==> config.mk <==
export PLATFORM = sky130hd
export DESIGN_NAME = dpl_feedback_cfg
export DESIGN_NICKNAME = d
export VERILOG_FILES = /design/src/hw/dpl_pkg.sv /design/src/hw/dpl_sync.sv /design/src/hw/dpl_feedback_cfg.sv
export VERILOG_INCLUDE_DIRS = /design/src /design/src/hw
export SDC_FILE = /design/constraint.sdc
export NUM_CORES = 1
export LEC_CHECK = 0
export BUFFER_PORTS_ARGS = -buffer_cell sky130_fd_sc_hd__buf_4
export CAP_MARGIN = 20
export CORE_MARGIN = 1
export CORE_UTILIZATION = 30
export CTS_BUF_LIST = sky130_fd_sc_hd__clkbuf_16
export DETAILED_ROUTE_END_ITERATION = 10
export REMOVE_ABC_BUFFERS = 1
export SLEW_MARGIN = 20
export SYNTH_ARGS = -nofsm -noshare
export SYNTH_HDL_FRONTEND = slang
export SYNTH_SLANG_ARGS = --single-unit
==> constraint.sdc <==
create_clock -name clk_sys -period 16.7 [get_ports clk_sys]
set_input_delay 1.67 -clock clk_sys [delete_from_list [all_inputs] [get_ports clk_sys]]
set_output_delay 1.67 -clock clk_sys [all_outputs]
set_load 0.05 [all_outputs]
==> src/hw/dpl_cfg.svh <==
`ifndef DPL_CFG_SVH
`define DPL_CFG_SVH

// byte addresses on the management port
`define DPL_ADDR_REF0_HI      16'h0017
`define DPL_ADDR_REF0_MID     16'h0018
`define DPL_ADDR_REF0_LO      16'h0019
`define DPL_ADDR_REF1_HI      16'h001A
`define DPL_ADDR_REF1_MID     16'h001B
`define DPL_ADDR_REF1_LO      16'h001C
`define DPL_ADDR_BW           16'h0023
`define DPL_ADDR_DAMP_GAIN    16'h0024
`define DPL_ADDR_SLOPE_HOLD   16'h002F
`define DPL_ADDR_LOCK_WIN     16'h0030
`define DPL_ADDR_MOD_INT_HI   16'h0031
`define DPL_ADDR_MOD_INT_LO   16'h0032
`define DPL_ADDR_MOD_FRAC_HI  16'h0033
`define DPL_ADDR_MOD_FRAC_MID 16'h0034
`define DPL_ADDR_MOD_FRAC_LO  16'h0035
`define DPL_ADDR_MOD_ORDER    16'h003A
`define DPL_ADDR_FIXED_A      16'h002B
`define DPL_ADDR_FIXED_B      16'h002C
`define DPL_ADDR_FIXED_C      16'h002D
`define DPL_ADDR_FIXED_D      16'h002E
`define DPL_ADDR_FIXED_E      16'h0037
`define DPL_FIXED_ONES        8'hFF
`define DPL_FIXED_ONE         8'h01

// field positions, low bit of each field
`define DPL_POS_LOCKED_BW     4
`define DPL_POS_ACQUIRE_BW    0
`define DPL_POS_LOCKED_DAMP   5
`define DPL_POS_ACQUIRE_DAMP  2
`define DPL_POS_FILTER_GAIN   0
`define DPL_POS_SLOPE         6
`define DPL_POS_HOLD_MODE     3
`define DPL_POS_HOLD_AVG      1
`define DPL_POS_FAST_LOCK     0
`define DPL_POS_MOD_ORDER     6
`define DPL_POS_OSC_GAIN      4
`define DPL_POS_DITHER        0

// reset values
`define DPL_RST_FB_RATIO      24'h070000
`define DPL_RST_BW            4'h7
`define DPL_RST_DAMP          3'h3
`define DPL_RST_FILTER_GAIN   2'h1
`define DPL_RST_SLOPE         2'h0
`define DPL_RST_HOLD_MODE     2'h0
`define DPL_RST_HOLD_AVG      1'h0
`define DPL_RST_FAST_LOCK     1'h0
`define DPL_RST_LOCK_WIN      8'h3F
`define DPL_RST_MOD_INT       9'h02D
`define DPL_RST_MOD_FRAC      21'h000000
`define DPL_RST_MOD_ORDER     2'h3
`define DPL_RST_OSC_GAIN      2'h1
`define DPL_RST_DITHER        3'h0

// code table limits and timing
`define DPL_BW_CODE_MIN       4'h3
`define DPL_BW_CODE_MAX       4'hB
`define DPL_LOCK_STEP_PS      20'h009C4
`define DPL_SLOPE_FAST_US     7'h53
`define DPL_SLOPE_SLOW_US     7'h0D

`endif

==> src/hw/dpl_pkg.sv <==
`default_nettype none
package dpl_pkg;

  typedef enum logic {
    DPL_ACQUIRE,
    DPL_TRACK
  } dpl_phase_t;

  typedef struct packed {
    logic [23:0] ref0_feedback_ratio;
    logic [23:0] ref1_feedback_ratio;
    logic [3:0]  locked_bandwidth;
    logic [3:0]  acquire_bandwidth;
    logic [2:0]  locked_damping;
    logic [2:0]  acquire_damping;
    logic [1:0]  loop_filter_gain;
    logic [1:0]  phase_slope_limit;
    logic [1:0]  holdover_mode;
    logic        holdover_average_enable;
    logic        fast_lock_enable;
    logic [7:0]  lock_window;
    logic [8:0]  modulator_integer;
    logic [20:0] modulator_fraction;
    logic [1:0]  modulator_order;
    logic [1:0]  oscillator_error_gain;
    logic [2:0]  dither_gain;
  } dpl_regs_t;

endpackage
`default_nettype wire

==> src/hw/dpl_sync.sv <==
`default_nettype none
module dpl_sync
  import dpl_pkg::*;
(
  input  wire logic clk_sys,
  input  wire logic rst,
  input  wire logic d,
  output logic      q
);

  logic meta_ff;
  logic sync_ff;
  logic nxt_meta;
  logic nxt_sync;

  // first stage feeds only the second stage
  always_comb
  begin
    nxt_meta = d;
    nxt_sync = meta_ff;
  end

  always_ff @(posedge clk_sys or posedge rst)
  begin
    if (rst)
    begin
      meta_ff <= 1'b0;
      sync_ff <= 1'b0;
    end
    else
    begin
      meta_ff <= nxt_meta;
      sync_ff <= nxt_sync;
    end
  end

  assign q = sync_ff;

endmodule
`default_nettype wire

==> src/hw/dpl_feedback_cfg.sv <==
// Behaviour
// - ref0 ratio, three bytes, msb first, 070000
// - ref1 ratio at 1A-1C, same reset
// - locked bandwidth code doubles from 1.40625 Hz
// - acquire bandwidth same table, resets 0111
// - locked damping codes 1,2,5,10,20, reset 011
// - acquire damping used while unlocked with fast lock on, reset 011
// - filter gain 0.5/1/1.5/2, reset 01
// - fast lock picks acquire values until locked
// - lock window 2.5 ns steps, never zero; zero is flagged, not corrected
// - slope code: none, 83, 13 us/s
// - modulator order off/1/2/3, reset 11
`include "dpl_cfg.svh"
`default_nettype none
module dpl_feedback_cfg
  import dpl_pkg::*;
(
  input  wire logic        clk_sys,
  input  wire logic        rst,
  input  wire logic [15:0] reg_addr,
  input  wire logic        reg_wr,
  input  wire logic [7:0]  reg_wdata,
  input  wire logic        reg_rd,
  output logic      [7:0]  reg_rdata,
  output logic             reg_rvalid,
  input  wire logic        phase_locked,
  output logic      [23:0] ref0_feedback_ratio,
  output logic      [23:0] ref1_feedback_ratio,
  output logic      [8:0]  modulator_integer,
  output logic      [20:0] modulator_fraction,
  output logic      [1:0]  holdover_mode,
  output logic             holdover_average_enable,
  output logic             acquiring,
  output logic      [3:0]  bw_code,
  output logic      [3:0]  bw_doublings,
  output logic             bw_reserved,
  output logic      [2:0]  damp_code,
  output logic      [4:0]  damp_factor,
  output logic             damp_reserved,
  output logic      [2:0]  filter_gain_halves,
  output logic      [6:0]  slope_us_per_s,
  output logic             slope_limited,
  output logic             slope_reserved,
  output logic             modulator_enable,
  output logic      [1:0]  modulator_order,
  output logic      [3:0]  osc_gain_halves,
  output logic      [6:0]  dither_lsbs,
  output logic      [19:0] lock_window_ps,
  output logic             lock_window_invalid
);

  dpl_regs_t  cfg_ff;
  dpl_regs_t  nxt_cfg;
  logic [7:0] rdata_ff;
  logic [7:0] nxt_rdata;
  logic       rvalid_ff;
  logic       nxt_rvalid;
  dpl_phase_t phase_ff;
  dpl_phase_t nxt_phase;
  logic       locked_sync;

  logic [3:0]  bw_code_ff;
  logic [3:0]  bw_dbl_ff;
  logic        bw_rsv_ff;
  logic [2:0]  damp_code_ff;
  logic [4:0]  damp_fac_ff;
  logic        damp_rsv_ff;
  logic [2:0]  gain_ff;
  logic [6:0]  slope_ff;
  logic        slope_lim_ff;
  logic        slope_rsv_ff;
  logic        mod_en_ff;
  logic [3:0]  osc_ff;
  logic [6:0]  dith_ff;
  logic [19:0] win_ps_ff;
  logic        win_bad_ff;
  logic [3:0]  nxt_bw_code;
  logic [3:0]  nxt_bw_dbl;
  logic        nxt_bw_rsv;
  logic [2:0]  nxt_damp_code;
  logic [4:0]  nxt_damp_fac;
  logic        nxt_damp_rsv;
  logic [2:0]  nxt_gain;
  logic [6:0]  nxt_slope;
  logic        nxt_slope_lim;
  logic        nxt_slope_rsv;
  logic        nxt_mod_en;
  logic [3:0]  nxt_osc;
  logic [6:0]  nxt_dith;
  logic [19:0] nxt_win_ps;
  logic        nxt_win_bad;

  // lock status comes from the loop's own detector, not this clock
  dpl_sync u_lock_sync (
    .clk_sys (clk_sys),
    .rst     (rst),
    .d       (phase_locked),
    .q       (locked_sync)
  );

  // register writes; reserved bits are dropped, they read as zero
  always_comb
  begin
    nxt_cfg = cfg_ff;
    if (reg_wr)
    begin
      case (reg_addr)
        `DPL_ADDR_REF0_HI:      nxt_cfg.ref0_feedback_ratio[23:16] = reg_wdata;
        `DPL_ADDR_REF0_MID:     nxt_cfg.ref0_feedback_ratio[15:8]  = reg_wdata;
        `DPL_ADDR_REF0_LO:      nxt_cfg.ref0_feedback_ratio[7:0]   = reg_wdata;
        `DPL_ADDR_REF1_HI:      nxt_cfg.ref1_feedback_ratio[23:16] = reg_wdata;
        `DPL_ADDR_REF1_MID:     nxt_cfg.ref1_feedback_ratio[15:8]  = reg_wdata;
        `DPL_ADDR_REF1_LO:      nxt_cfg.ref1_feedback_ratio[7:0]   = reg_wdata;
        `DPL_ADDR_BW:
        begin
          nxt_cfg.locked_bandwidth  = reg_wdata[`DPL_POS_LOCKED_BW +: 4];
          nxt_cfg.acquire_bandwidth = reg_wdata[`DPL_POS_ACQUIRE_BW +: 4];
        end
        `DPL_ADDR_DAMP_GAIN:
        begin
          nxt_cfg.locked_damping   = reg_wdata[`DPL_POS_LOCKED_DAMP +: 3];
          nxt_cfg.acquire_damping  = reg_wdata[`DPL_POS_ACQUIRE_DAMP +: 3];
          nxt_cfg.loop_filter_gain = reg_wdata[`DPL_POS_FILTER_GAIN +: 2];
        end
        `DPL_ADDR_SLOPE_HOLD:
        begin
          nxt_cfg.phase_slope_limit       = reg_wdata[`DPL_POS_SLOPE +: 2];
          nxt_cfg.holdover_mode           = reg_wdata[`DPL_POS_HOLD_MODE +: 2];
          nxt_cfg.holdover_average_enable = reg_wdata[`DPL_POS_HOLD_AVG];
          nxt_cfg.fast_lock_enable        = reg_wdata[`DPL_POS_FAST_LOCK];
        end
        `DPL_ADDR_LOCK_WIN:     nxt_cfg.lock_window = reg_wdata;
        `DPL_ADDR_MOD_INT_HI:   nxt_cfg.modulator_integer[8] = reg_wdata[0];
        `DPL_ADDR_MOD_INT_LO:   nxt_cfg.modulator_integer[7:0] = reg_wdata;
        `DPL_ADDR_MOD_FRAC_HI:  nxt_cfg.modulator_fraction[20:16] = reg_wdata[4:0];
        `DPL_ADDR_MOD_FRAC_MID: nxt_cfg.modulator_fraction[15:8] = reg_wdata;
        `DPL_ADDR_MOD_FRAC_LO:  nxt_cfg.modulator_fraction[7:0] = reg_wdata;
        `DPL_ADDR_MOD_ORDER:
        begin
          nxt_cfg.modulator_order       = reg_wdata[`DPL_POS_MOD_ORDER +: 2];
          nxt_cfg.oscillator_error_gain = reg_wdata[`DPL_POS_OSC_GAIN +: 2];
          nxt_cfg.dither_gain           = reg_wdata[`DPL_POS_DITHER +: 3];
        end
        default:
        begin
          nxt_cfg = cfg_ff;
        end
      endcase
    end
  end

  always_ff @(posedge clk_sys or posedge rst)
  begin
    if (rst)
    begin
      cfg_ff.ref0_feedback_ratio     <= `DPL_RST_FB_RATIO;
      cfg_ff.ref1_feedback_ratio     <= `DPL_RST_FB_RATIO;
      cfg_ff.locked_bandwidth        <= `DPL_RST_BW;
      cfg_ff.acquire_bandwidth       <= `DPL_RST_BW;
      cfg_ff.locked_damping          <= `DPL_RST_DAMP;
      cfg_ff.acquire_damping         <= `DPL_RST_DAMP;
      cfg_ff.loop_filter_gain        <= `DPL_RST_FILTER_GAIN;
      cfg_ff.phase_slope_limit       <= `DPL_RST_SLOPE;
      cfg_ff.holdover_mode           <= `DPL_RST_HOLD_MODE;
      cfg_ff.holdover_average_enable <= `DPL_RST_HOLD_AVG;
      cfg_ff.fast_lock_enable        <= `DPL_RST_FAST_LOCK;
      cfg_ff.lock_window             <= `DPL_RST_LOCK_WIN;
      cfg_ff.modulator_integer       <= `DPL_RST_MOD_INT;
      cfg_ff.modulator_fraction      <= `DPL_RST_MOD_FRAC;
      cfg_ff.modulator_order         <= `DPL_RST_MOD_ORDER;
      cfg_ff.oscillator_error_gain   <= `DPL_RST_OSC_GAIN;
      cfg_ff.dither_gain             <= `DPL_RST_DITHER;
    end
    else
    begin
      cfg_ff <= nxt_cfg;
    end
  end

  // read data registered; a read beside a write sees the old value
  always_comb
  begin
    nxt_rvalid = reg_rd;
    nxt_rdata  = rdata_ff;
    if (reg_rd)
    begin
      case (reg_addr)
        `DPL_ADDR_REF0_HI:      nxt_rdata = cfg_ff.ref0_feedback_ratio[23:16];
        `DPL_ADDR_REF0_MID:     nxt_rdata = cfg_ff.ref0_feedback_ratio[15:8];
        `DPL_ADDR_REF0_LO:      nxt_rdata = cfg_ff.ref0_feedback_ratio[7:0];
        `DPL_ADDR_REF1_HI:      nxt_rdata = cfg_ff.ref1_feedback_ratio[23:16];
        `DPL_ADDR_REF1_MID:     nxt_rdata = cfg_ff.ref1_feedback_ratio[15:8];
        `DPL_ADDR_REF1_LO:      nxt_rdata = cfg_ff.ref1_feedback_ratio[7:0];
        `DPL_ADDR_BW:           nxt_rdata = {cfg_ff.locked_bandwidth, cfg_ff.acquire_bandwidth};
        `DPL_ADDR_DAMP_GAIN:
          nxt_rdata = {cfg_ff.locked_damping, cfg_ff.acquire_damping, cfg_ff.loop_filter_gain};
        `DPL_ADDR_SLOPE_HOLD:
          nxt_rdata = {cfg_ff.phase_slope_limit, 1'b0, cfg_ff.holdover_mode, 1'b0,
                       cfg_ff.holdover_average_enable, cfg_ff.fast_lock_enable};
        `DPL_ADDR_LOCK_WIN:     nxt_rdata = cfg_ff.lock_window;
        `DPL_ADDR_MOD_INT_HI:   nxt_rdata = {7'h00, cfg_ff.modulator_integer[8]};
        `DPL_ADDR_MOD_INT_LO:   nxt_rdata = cfg_ff.modulator_integer[7:0];
        `DPL_ADDR_MOD_FRAC_HI:  nxt_rdata = {3'h0, cfg_ff.modulator_fraction[20:16]};
        `DPL_ADDR_MOD_FRAC_MID: nxt_rdata = cfg_ff.modulator_fraction[15:8];
        `DPL_ADDR_MOD_FRAC_LO:  nxt_rdata = cfg_ff.modulator_fraction[7:0];
        `DPL_ADDR_MOD_ORDER:
          nxt_rdata = {cfg_ff.modulator_order, cfg_ff.oscillator_error_gain, 1'b0, cfg_ff.dither_gain};
        `DPL_ADDR_FIXED_A,
        `DPL_ADDR_FIXED_B,
        `DPL_ADDR_FIXED_C,
        `DPL_ADDR_FIXED_D:      nxt_rdata = `DPL_FIXED_ONES;
        `DPL_ADDR_FIXED_E:      nxt_rdata = `DPL_FIXED_ONE;
        default:                nxt_rdata = 8'h00;
      endcase
    end
  end

  always_ff @(posedge clk_sys or posedge rst)
  begin
    if (rst)
    begin
      rdata_ff  <= 8'h00;
      rvalid_ff <= 1'b0;
    end
    else
    begin
      rdata_ff  <= nxt_rdata;
      rvalid_ff <= nxt_rvalid;
    end
  end

  // acquisition until the loop reports phase lock, back on loss
  always_comb
  begin
    nxt_phase = phase_ff;
    case (phase_ff)
      DPL_ACQUIRE:
      begin
        if (locked_sync)
          nxt_phase = DPL_TRACK;
      end
      DPL_TRACK:
      begin
        if (!locked_sync)
          nxt_phase = DPL_ACQUIRE;
      end
      default:
      begin
        nxt_phase = DPL_ACQUIRE;
      end
    endcase
  end

  always_ff @(posedge clk_sys or posedge rst)
  begin
    if (rst)
      phase_ff <= DPL_ACQUIRE;
    else
      phase_ff <= nxt_phase;
  end

  // decode of the settings the loop actually applies
  always_comb
  begin
    if (cfg_ff.fast_lock_enable && phase_ff == DPL_ACQUIRE)
    begin
      nxt_bw_code   = cfg_ff.acquire_bandwidth;
      nxt_damp_code = cfg_ff.acquire_damping;
    end
    else
    begin
      nxt_bw_code   = cfg_ff.locked_bandwidth;
      nxt_damp_code = cfg_ff.locked_damping;
    end
    // reserved bandwidth codes report zero doublings and raise a flag
    nxt_bw_rsv = (nxt_bw_code < `DPL_BW_CODE_MIN) || (nxt_bw_code > `DPL_BW_CODE_MAX);
    nxt_bw_dbl = nxt_bw_rsv ? 4'h0 : 4'(nxt_bw_code - `DPL_BW_CODE_MIN);
    nxt_damp_rsv = 1'b0;
    case (nxt_damp_code)
      3'h1:    nxt_damp_fac = 5'h01;
      3'h2:    nxt_damp_fac = 5'h02;
      3'h3:    nxt_damp_fac = 5'h05;
      3'h4:    nxt_damp_fac = 5'h0A;
      3'h5:    nxt_damp_fac = 5'h14;
      default:
      begin
        nxt_damp_fac = 5'h00;
        nxt_damp_rsv = 1'b1;
      end
    endcase
    nxt_gain      = 3'({1'b0, cfg_ff.loop_filter_gain} + 3'h1);
    nxt_slope_lim = 1'b0;
    nxt_slope_rsv = 1'b0;
    case (cfg_ff.phase_slope_limit)
      2'h1:
      begin
        nxt_slope     = `DPL_SLOPE_FAST_US;
        nxt_slope_lim = 1'b1;
      end
      2'h2:
      begin
        nxt_slope     = `DPL_SLOPE_SLOW_US;
        nxt_slope_lim = 1'b1;
      end
      2'h3:
      begin
        nxt_slope     = 7'h00;
        nxt_slope_rsv = 1'b1;
      end
      default: nxt_slope = 7'h00;
    endcase
    nxt_mod_en = (cfg_ff.modulator_order != 2'h0);
    nxt_osc    = 4'(4'h1 << cfg_ff.oscillator_error_gain);
    nxt_dith   = (cfg_ff.dither_gain == 3'h0) ? 7'h00 : 7'(7'h01 << (cfg_ff.dither_gain - 3'h1));
    // a zero window would never see lock; flagged, not corrected
    nxt_win_ps  = 20'(cfg_ff.lock_window * `DPL_LOCK_STEP_PS);
    nxt_win_bad = (cfg_ff.lock_window == 8'h00);
  end

  always_ff @(posedge clk_sys or posedge rst)
  begin
    if (rst)
    begin
      bw_code_ff   <= 4'h0;
      bw_dbl_ff    <= 4'h0;
      bw_rsv_ff    <= 1'b0;
      damp_code_ff <= 3'h0;
      damp_fac_ff  <= 5'h00;
      damp_rsv_ff  <= 1'b0;
      gain_ff      <= 3'h0;
      slope_ff     <= 7'h00;
      slope_lim_ff <= 1'b0;
      slope_rsv_ff <= 1'b0;
      mod_en_ff    <= 1'b0;
      osc_ff       <= 4'h0;
      dith_ff      <= 7'h00;
      win_ps_ff    <= 20'h00000;
      win_bad_ff   <= 1'b0;
    end
    else
    begin
      bw_code_ff   <= nxt_bw_code;
      bw_dbl_ff    <= nxt_bw_dbl;
      bw_rsv_ff    <= nxt_bw_rsv;
      damp_code_ff <= nxt_damp_code;
      damp_fac_ff  <= nxt_damp_fac;
      damp_rsv_ff  <= nxt_damp_rsv;
      gain_ff      <= nxt_gain;
      slope_ff     <= nxt_slope;
      slope_lim_ff <= nxt_slope_lim;
      slope_rsv_ff <= nxt_slope_rsv;
      mod_en_ff    <= nxt_mod_en;
      osc_ff       <= nxt_osc;
      dith_ff      <= nxt_dith;
      win_ps_ff    <= nxt_win_ps;
      win_bad_ff   <= nxt_win_bad;
    end
  end

  assign reg_rdata               = rdata_ff;
  assign reg_rvalid              = rvalid_ff;
  assign ref0_feedback_ratio     = cfg_ff.ref0_feedback_ratio;
  assign ref1_feedback_ratio     = cfg_ff.ref1_feedback_ratio;
  assign modulator_integer       = cfg_ff.modulator_integer;
  assign modulator_fraction      = cfg_ff.modulator_fraction;
  assign holdover_mode           = cfg_ff.holdover_mode;
  assign holdover_average_enable = cfg_ff.holdover_average_enable;
  assign modulator_order         = cfg_ff.modulator_order;
  assign acquiring               = (phase_ff == DPL_ACQUIRE);
  assign bw_code                 = bw_code_ff;
  assign bw_doublings            = bw_dbl_ff;
  assign bw_reserved             = bw_rsv_ff;
  assign damp_code               = damp_code_ff;
  assign damp_factor             = damp_fac_ff;
  assign damp_reserved           = damp_rsv_ff;
  assign filter_gain_halves      = gain_ff;
  assign slope_us_per_s          = slope_ff;
  assign slope_limited           = slope_lim_ff;
  assign slope_reserved          = slope_rsv_ff;
  assign modulator_enable        = mod_en_ff;
  assign osc_gain_halves         = osc_ff;
  assign dither_lsbs             = dith_ff;
  assign lock_window_ps          = win_ps_ff;
  assign lock_window_invalid     = win_bad_ff;

endmodule
`default_nettype wire

==> results.txt <==
----------------------------------------------------
[Synthesis]
  Synth Cell Area ... between 0.009 and 0.01 mm2
  Top cell type's share of synthesized area ... 0.392
  Prevailing post-synth register cell ... dfrtp_1
  Top cells by area, synth ... dfrtp_1 (39%), mux2_2 (13%), dfstp_2 (8.1%)
  Cell with the most instances after synthesis ... dfrtp_1
  Synth cell types ... 73
  Library cell with the largest summed area after synthesis ... dfrtp_1
  Post-synth EDFFs ... 0
  Fraction of registers with async set/reset ... 1.00
  Sequential cell area fraction in the yosys report ... 0.473
  Synthesized instance count ... 803
  Commonest cells in the synthesized netlist ... dfrtp_1 (153), mux2_2 (111), buf_4 (91), ha_1 (48), nand2_1 (41)
  Count of synthesis-stage warnings from yosys ... 0
  Mean instance size in the synthesized netlist ... around 12 um2
  Seq cells post-synth ... around 180

[Setup path]
  Type of element capturing the critical path ... flop
  CP Data Arrival Time ... about 4500 ps
  Required time of the worst setup path ... 17060 ps
  R2R Setup Slk ... around 13000 ps
  Startpoint types ... flop
  Crit path largest cell delay ... 660 ps
  Reg-to-reg startpoint ... cfg_ff[39]
  Worst-path fanout max ... 8
  Crit-path cells ... inv_1, ha_1, ha_1, inv_1, fa_1, fa_1, inv_1, fa_1, a21o_1, a21oi_1, o211ai_1, a31o_2, a21oi_1, xnor2_1
  WS Path Type ... reg2reg
  Worst-case reg-to-reg path depth ... 14
  Crit Reg-Reg Endpoint ... lock_window_ps[18]
  CP max stage cell ... dfstp_2

[Die]
  Initial Util ... 0.307
  Row Count ... between 60 and 70
  Die ar. ... 0.0333 mm2
  Total I/O pin count ... 185
  Core region area ... around 0.032 mm2
  Die boundary width ... 182 um
  Die boundary height ... around 180 um

[Timing]
  Final worst hold slack ... about 350 ps
  Setup tns final ... 0 ps
  Final slew viol count ... 0
  Post-layout minimum cycle time ... approximately 4100 ps
  Slew HR ... 0.341
  Transition at the pin with the smallest max-transition slack ... ~980 ps
  Setup repair after global routing missed its margin ... false
  Tcrit/Tclk final ... 0.247
  Total count of hold-check failures in the final report ... 0
  Setup violators final ... 0
  Maximum achievable frequency ... 242 MHz
  Post-route clock skew ... 12.0 ps

[Layout]
  Filler Cells Inserted ... ~3.1k
  Final Util ... 0.360
  Number of antenna diodes ... 0
  Post-synthesis to final-layout area growth ... 17.3%
  Share of final-layout standard cells stronger than drive strength 1 ... 0.438
  Area of combinational cells with multiple inputs ... ~0.0042 mm2
  Area of all sequential standard cells ... between 0.004 and 0.005 mm2
  Nets@finish ... 975

[Detailed routing]
  Vias after detailed routing ... between 6k and 7k
  Number of design-rule violations left by the first detailed-router iteration ... roughly 560
  Overall routed net length ... around 29000 um
  Ratio of routed vias to standard cells ... about 5
  First drt pass iteration count ... 5
  Antenna Nets Post-Route ... 0
  Number of remaining DRC errors ... 0
  Average routed wire per standard cell ... between 20 and 25 um

[Power and ir drop]
  Max rail drop VDD ... between 0.06 and 0.07 mV
  Leakage Power ... between 5 and 6 nW
  Pwr/cell area ... 76.9 mW/mm2

[Global route]
  Maximum number of pins on one net before global-route repair ... roughly 110
  First-pass GRT wire length ... approximately 43000 um
  Initial antenna violation count ... 2
  Global routing usage summed across all routing layers ... 0.179
  Number of global-route vias before repair ... ~6.6k
  Global-route congestion overflow total ... 0

[CTS]
  CTS resizes ... 0
  Insertion delay to the later sink of the worst-skew pair ... about 440 ps
  Number of clock sinks seen by CTS ... 183
  Master cell of the clock root buffer ... clkbuf_16
  Post-CTS setup buffer count ... 0
  CTS Buf Count ... 17
  CTS Buffer Depth ... 2
  H-tree depth reported by CTS ... 4
  Count of hold buffers inserted by post-cts repair ... 0
  Clock-pin slew on the worst setup and hold paths ... 70 ps
  Clock tree from TritonCTS ... built

[Run]
  Max-cap check violation count ... 0

[Place]
  HPWL after DPL ... between 20000 and 25000 um
  Weighted congestion reported at the end of routability-driven placement ... approximately 0.89
  Count of input and output buffers ... ~180

[Min path]
  Start point of the worst min-delay path ... u_lock_sync.q
  Path type of the worst min-delay path ... reg2reg
  Worst Hold End ... phase_ff
  Worst Hold Depth ... 0

[Status]
  Outcome ... finished, final reports clean

----------------------------------------------------
worst max-delay path by stage:
| stage | from | endpoint | slack (ps) | cells after the start |
|---|---|---|---|---|
| global route | cfg_ff[39] | lock_window_ps[18] | 12320 | 14 |
| CTS | cfg_ff[39] | lock_window_ps[18] | 12550 | 14 |
| floorplan | rst | bw_code[0] | 10110 | 1 |
| global placement | reg_addr[7] | reg_rdata[4] | 12340 | 7 |
| finish | cfg_ff[39] | lock_window_ps[18] | 12570 | 14 |
| detailed placement | reg_addr[7] | reg_rdata[7] | 12340 | 7 |
sequential cells by signal, summed over array words and instances (netlist names), 3 cells and up:
| signal | flops |
|---|---|
| cfg_ff | 32 |
| ref0_feedback_ratio | 24 |
| ref1_feedback_ratio | 24 |
| reg_rdata | 8 |
| modulator_integer | 9 |
| damp_factor | 5 |
| modulator_fraction | 21 |
| bw_doublings | 4 |
| dither_lsbs | 7 |
| slope_us_per_s | 3 |
| filter_gain_halves | 3 |
| lock_window_ps | 18 |
| bw_code | 4 |
| osc_gain_halves | 4 |
| damp_code | 3 |
worst max-delay path: cells and delay by family (launching register included):
kind,cells,cell delay (ps)
flip-flops,1,660
XOR/XNOR,1,140
adder cells (fa/ha/maj),5,2010
buffers and inverters,3,190
AO/OA/AOI/OAI,5,1050
final cells by class:
| cell class | count | share of cell area |
|---|---|---|
| clock buffers | 17 | 0.0372 |
| clock inverters | 15 | 0.0125 |
| inverters | 36 | 0.0125 |
| well taps | 435 | 0.0475 |
| multi-input cells | 465 | 0.367 |
| flip-flops and latches | 183 | 0.403 |
| repair buffers | 183 | 0.120 |
metrics by stage:
stage,power (W),setup slack (ps),std cells,cell area [um2]
after floorplan,0.000468,10110,684,8940
after global placement,0.000489,12340,1302,10900
after detailed placement,0.000490,12340,1302,10900
after CTS,0.000897,12550,1334,11400
after global routing,0.000920,12320,1334,11400
final,0.000881,12570,1334,11400
layout by cell type, fill, tap and decap left out, drive strengths merged, types with 6 or more instances in the layout:
master  synthesis  layout
nor2b           7       7
a22oi          18      18
nand2          43      43
nor4           22      22
a21oi           9       9
and4            7       7
a222oi          9       9
xnor2           8       8
dfstp          30      30
nor2           29      29
dfrtp         153     153
a22o            7       7
clkbuf         20      17
nand3          11      11
ha             48      48
o21ai           7       7
inv            36      47
a221oi          6       6
mux2          119     119
nor3           12      12
fa             12      12
buf           101     183
report_power, final:
part	internal [W]	switching, W
clock network	0.000210	0.000190
logic	0.00000839	0.0000280
registers	0.000444	0.000000326
kinds of logic after synthesis:
family	synth area share
buffers and inverters	0.0985
AO/OA/AOI/OAI	0.0699
XOR/XNOR	0.00897
other	0.000384
AND/OR/NAND/NOR	0.118
adder cells (fa/ha/maj)	0.0862
flip-flops	0.473
multiplexers	0.146
metal layers:
metal  up-vias  track usage  part of all wire
li1       2971            -                 -
met1      3387        0.245              0.45
met2       271        0.278              0.46
met3        31       0.0443             0.071
met4         2       0.0561             0.018
met5         -            0           0.00028
Power figures use the tool's default switching activity.
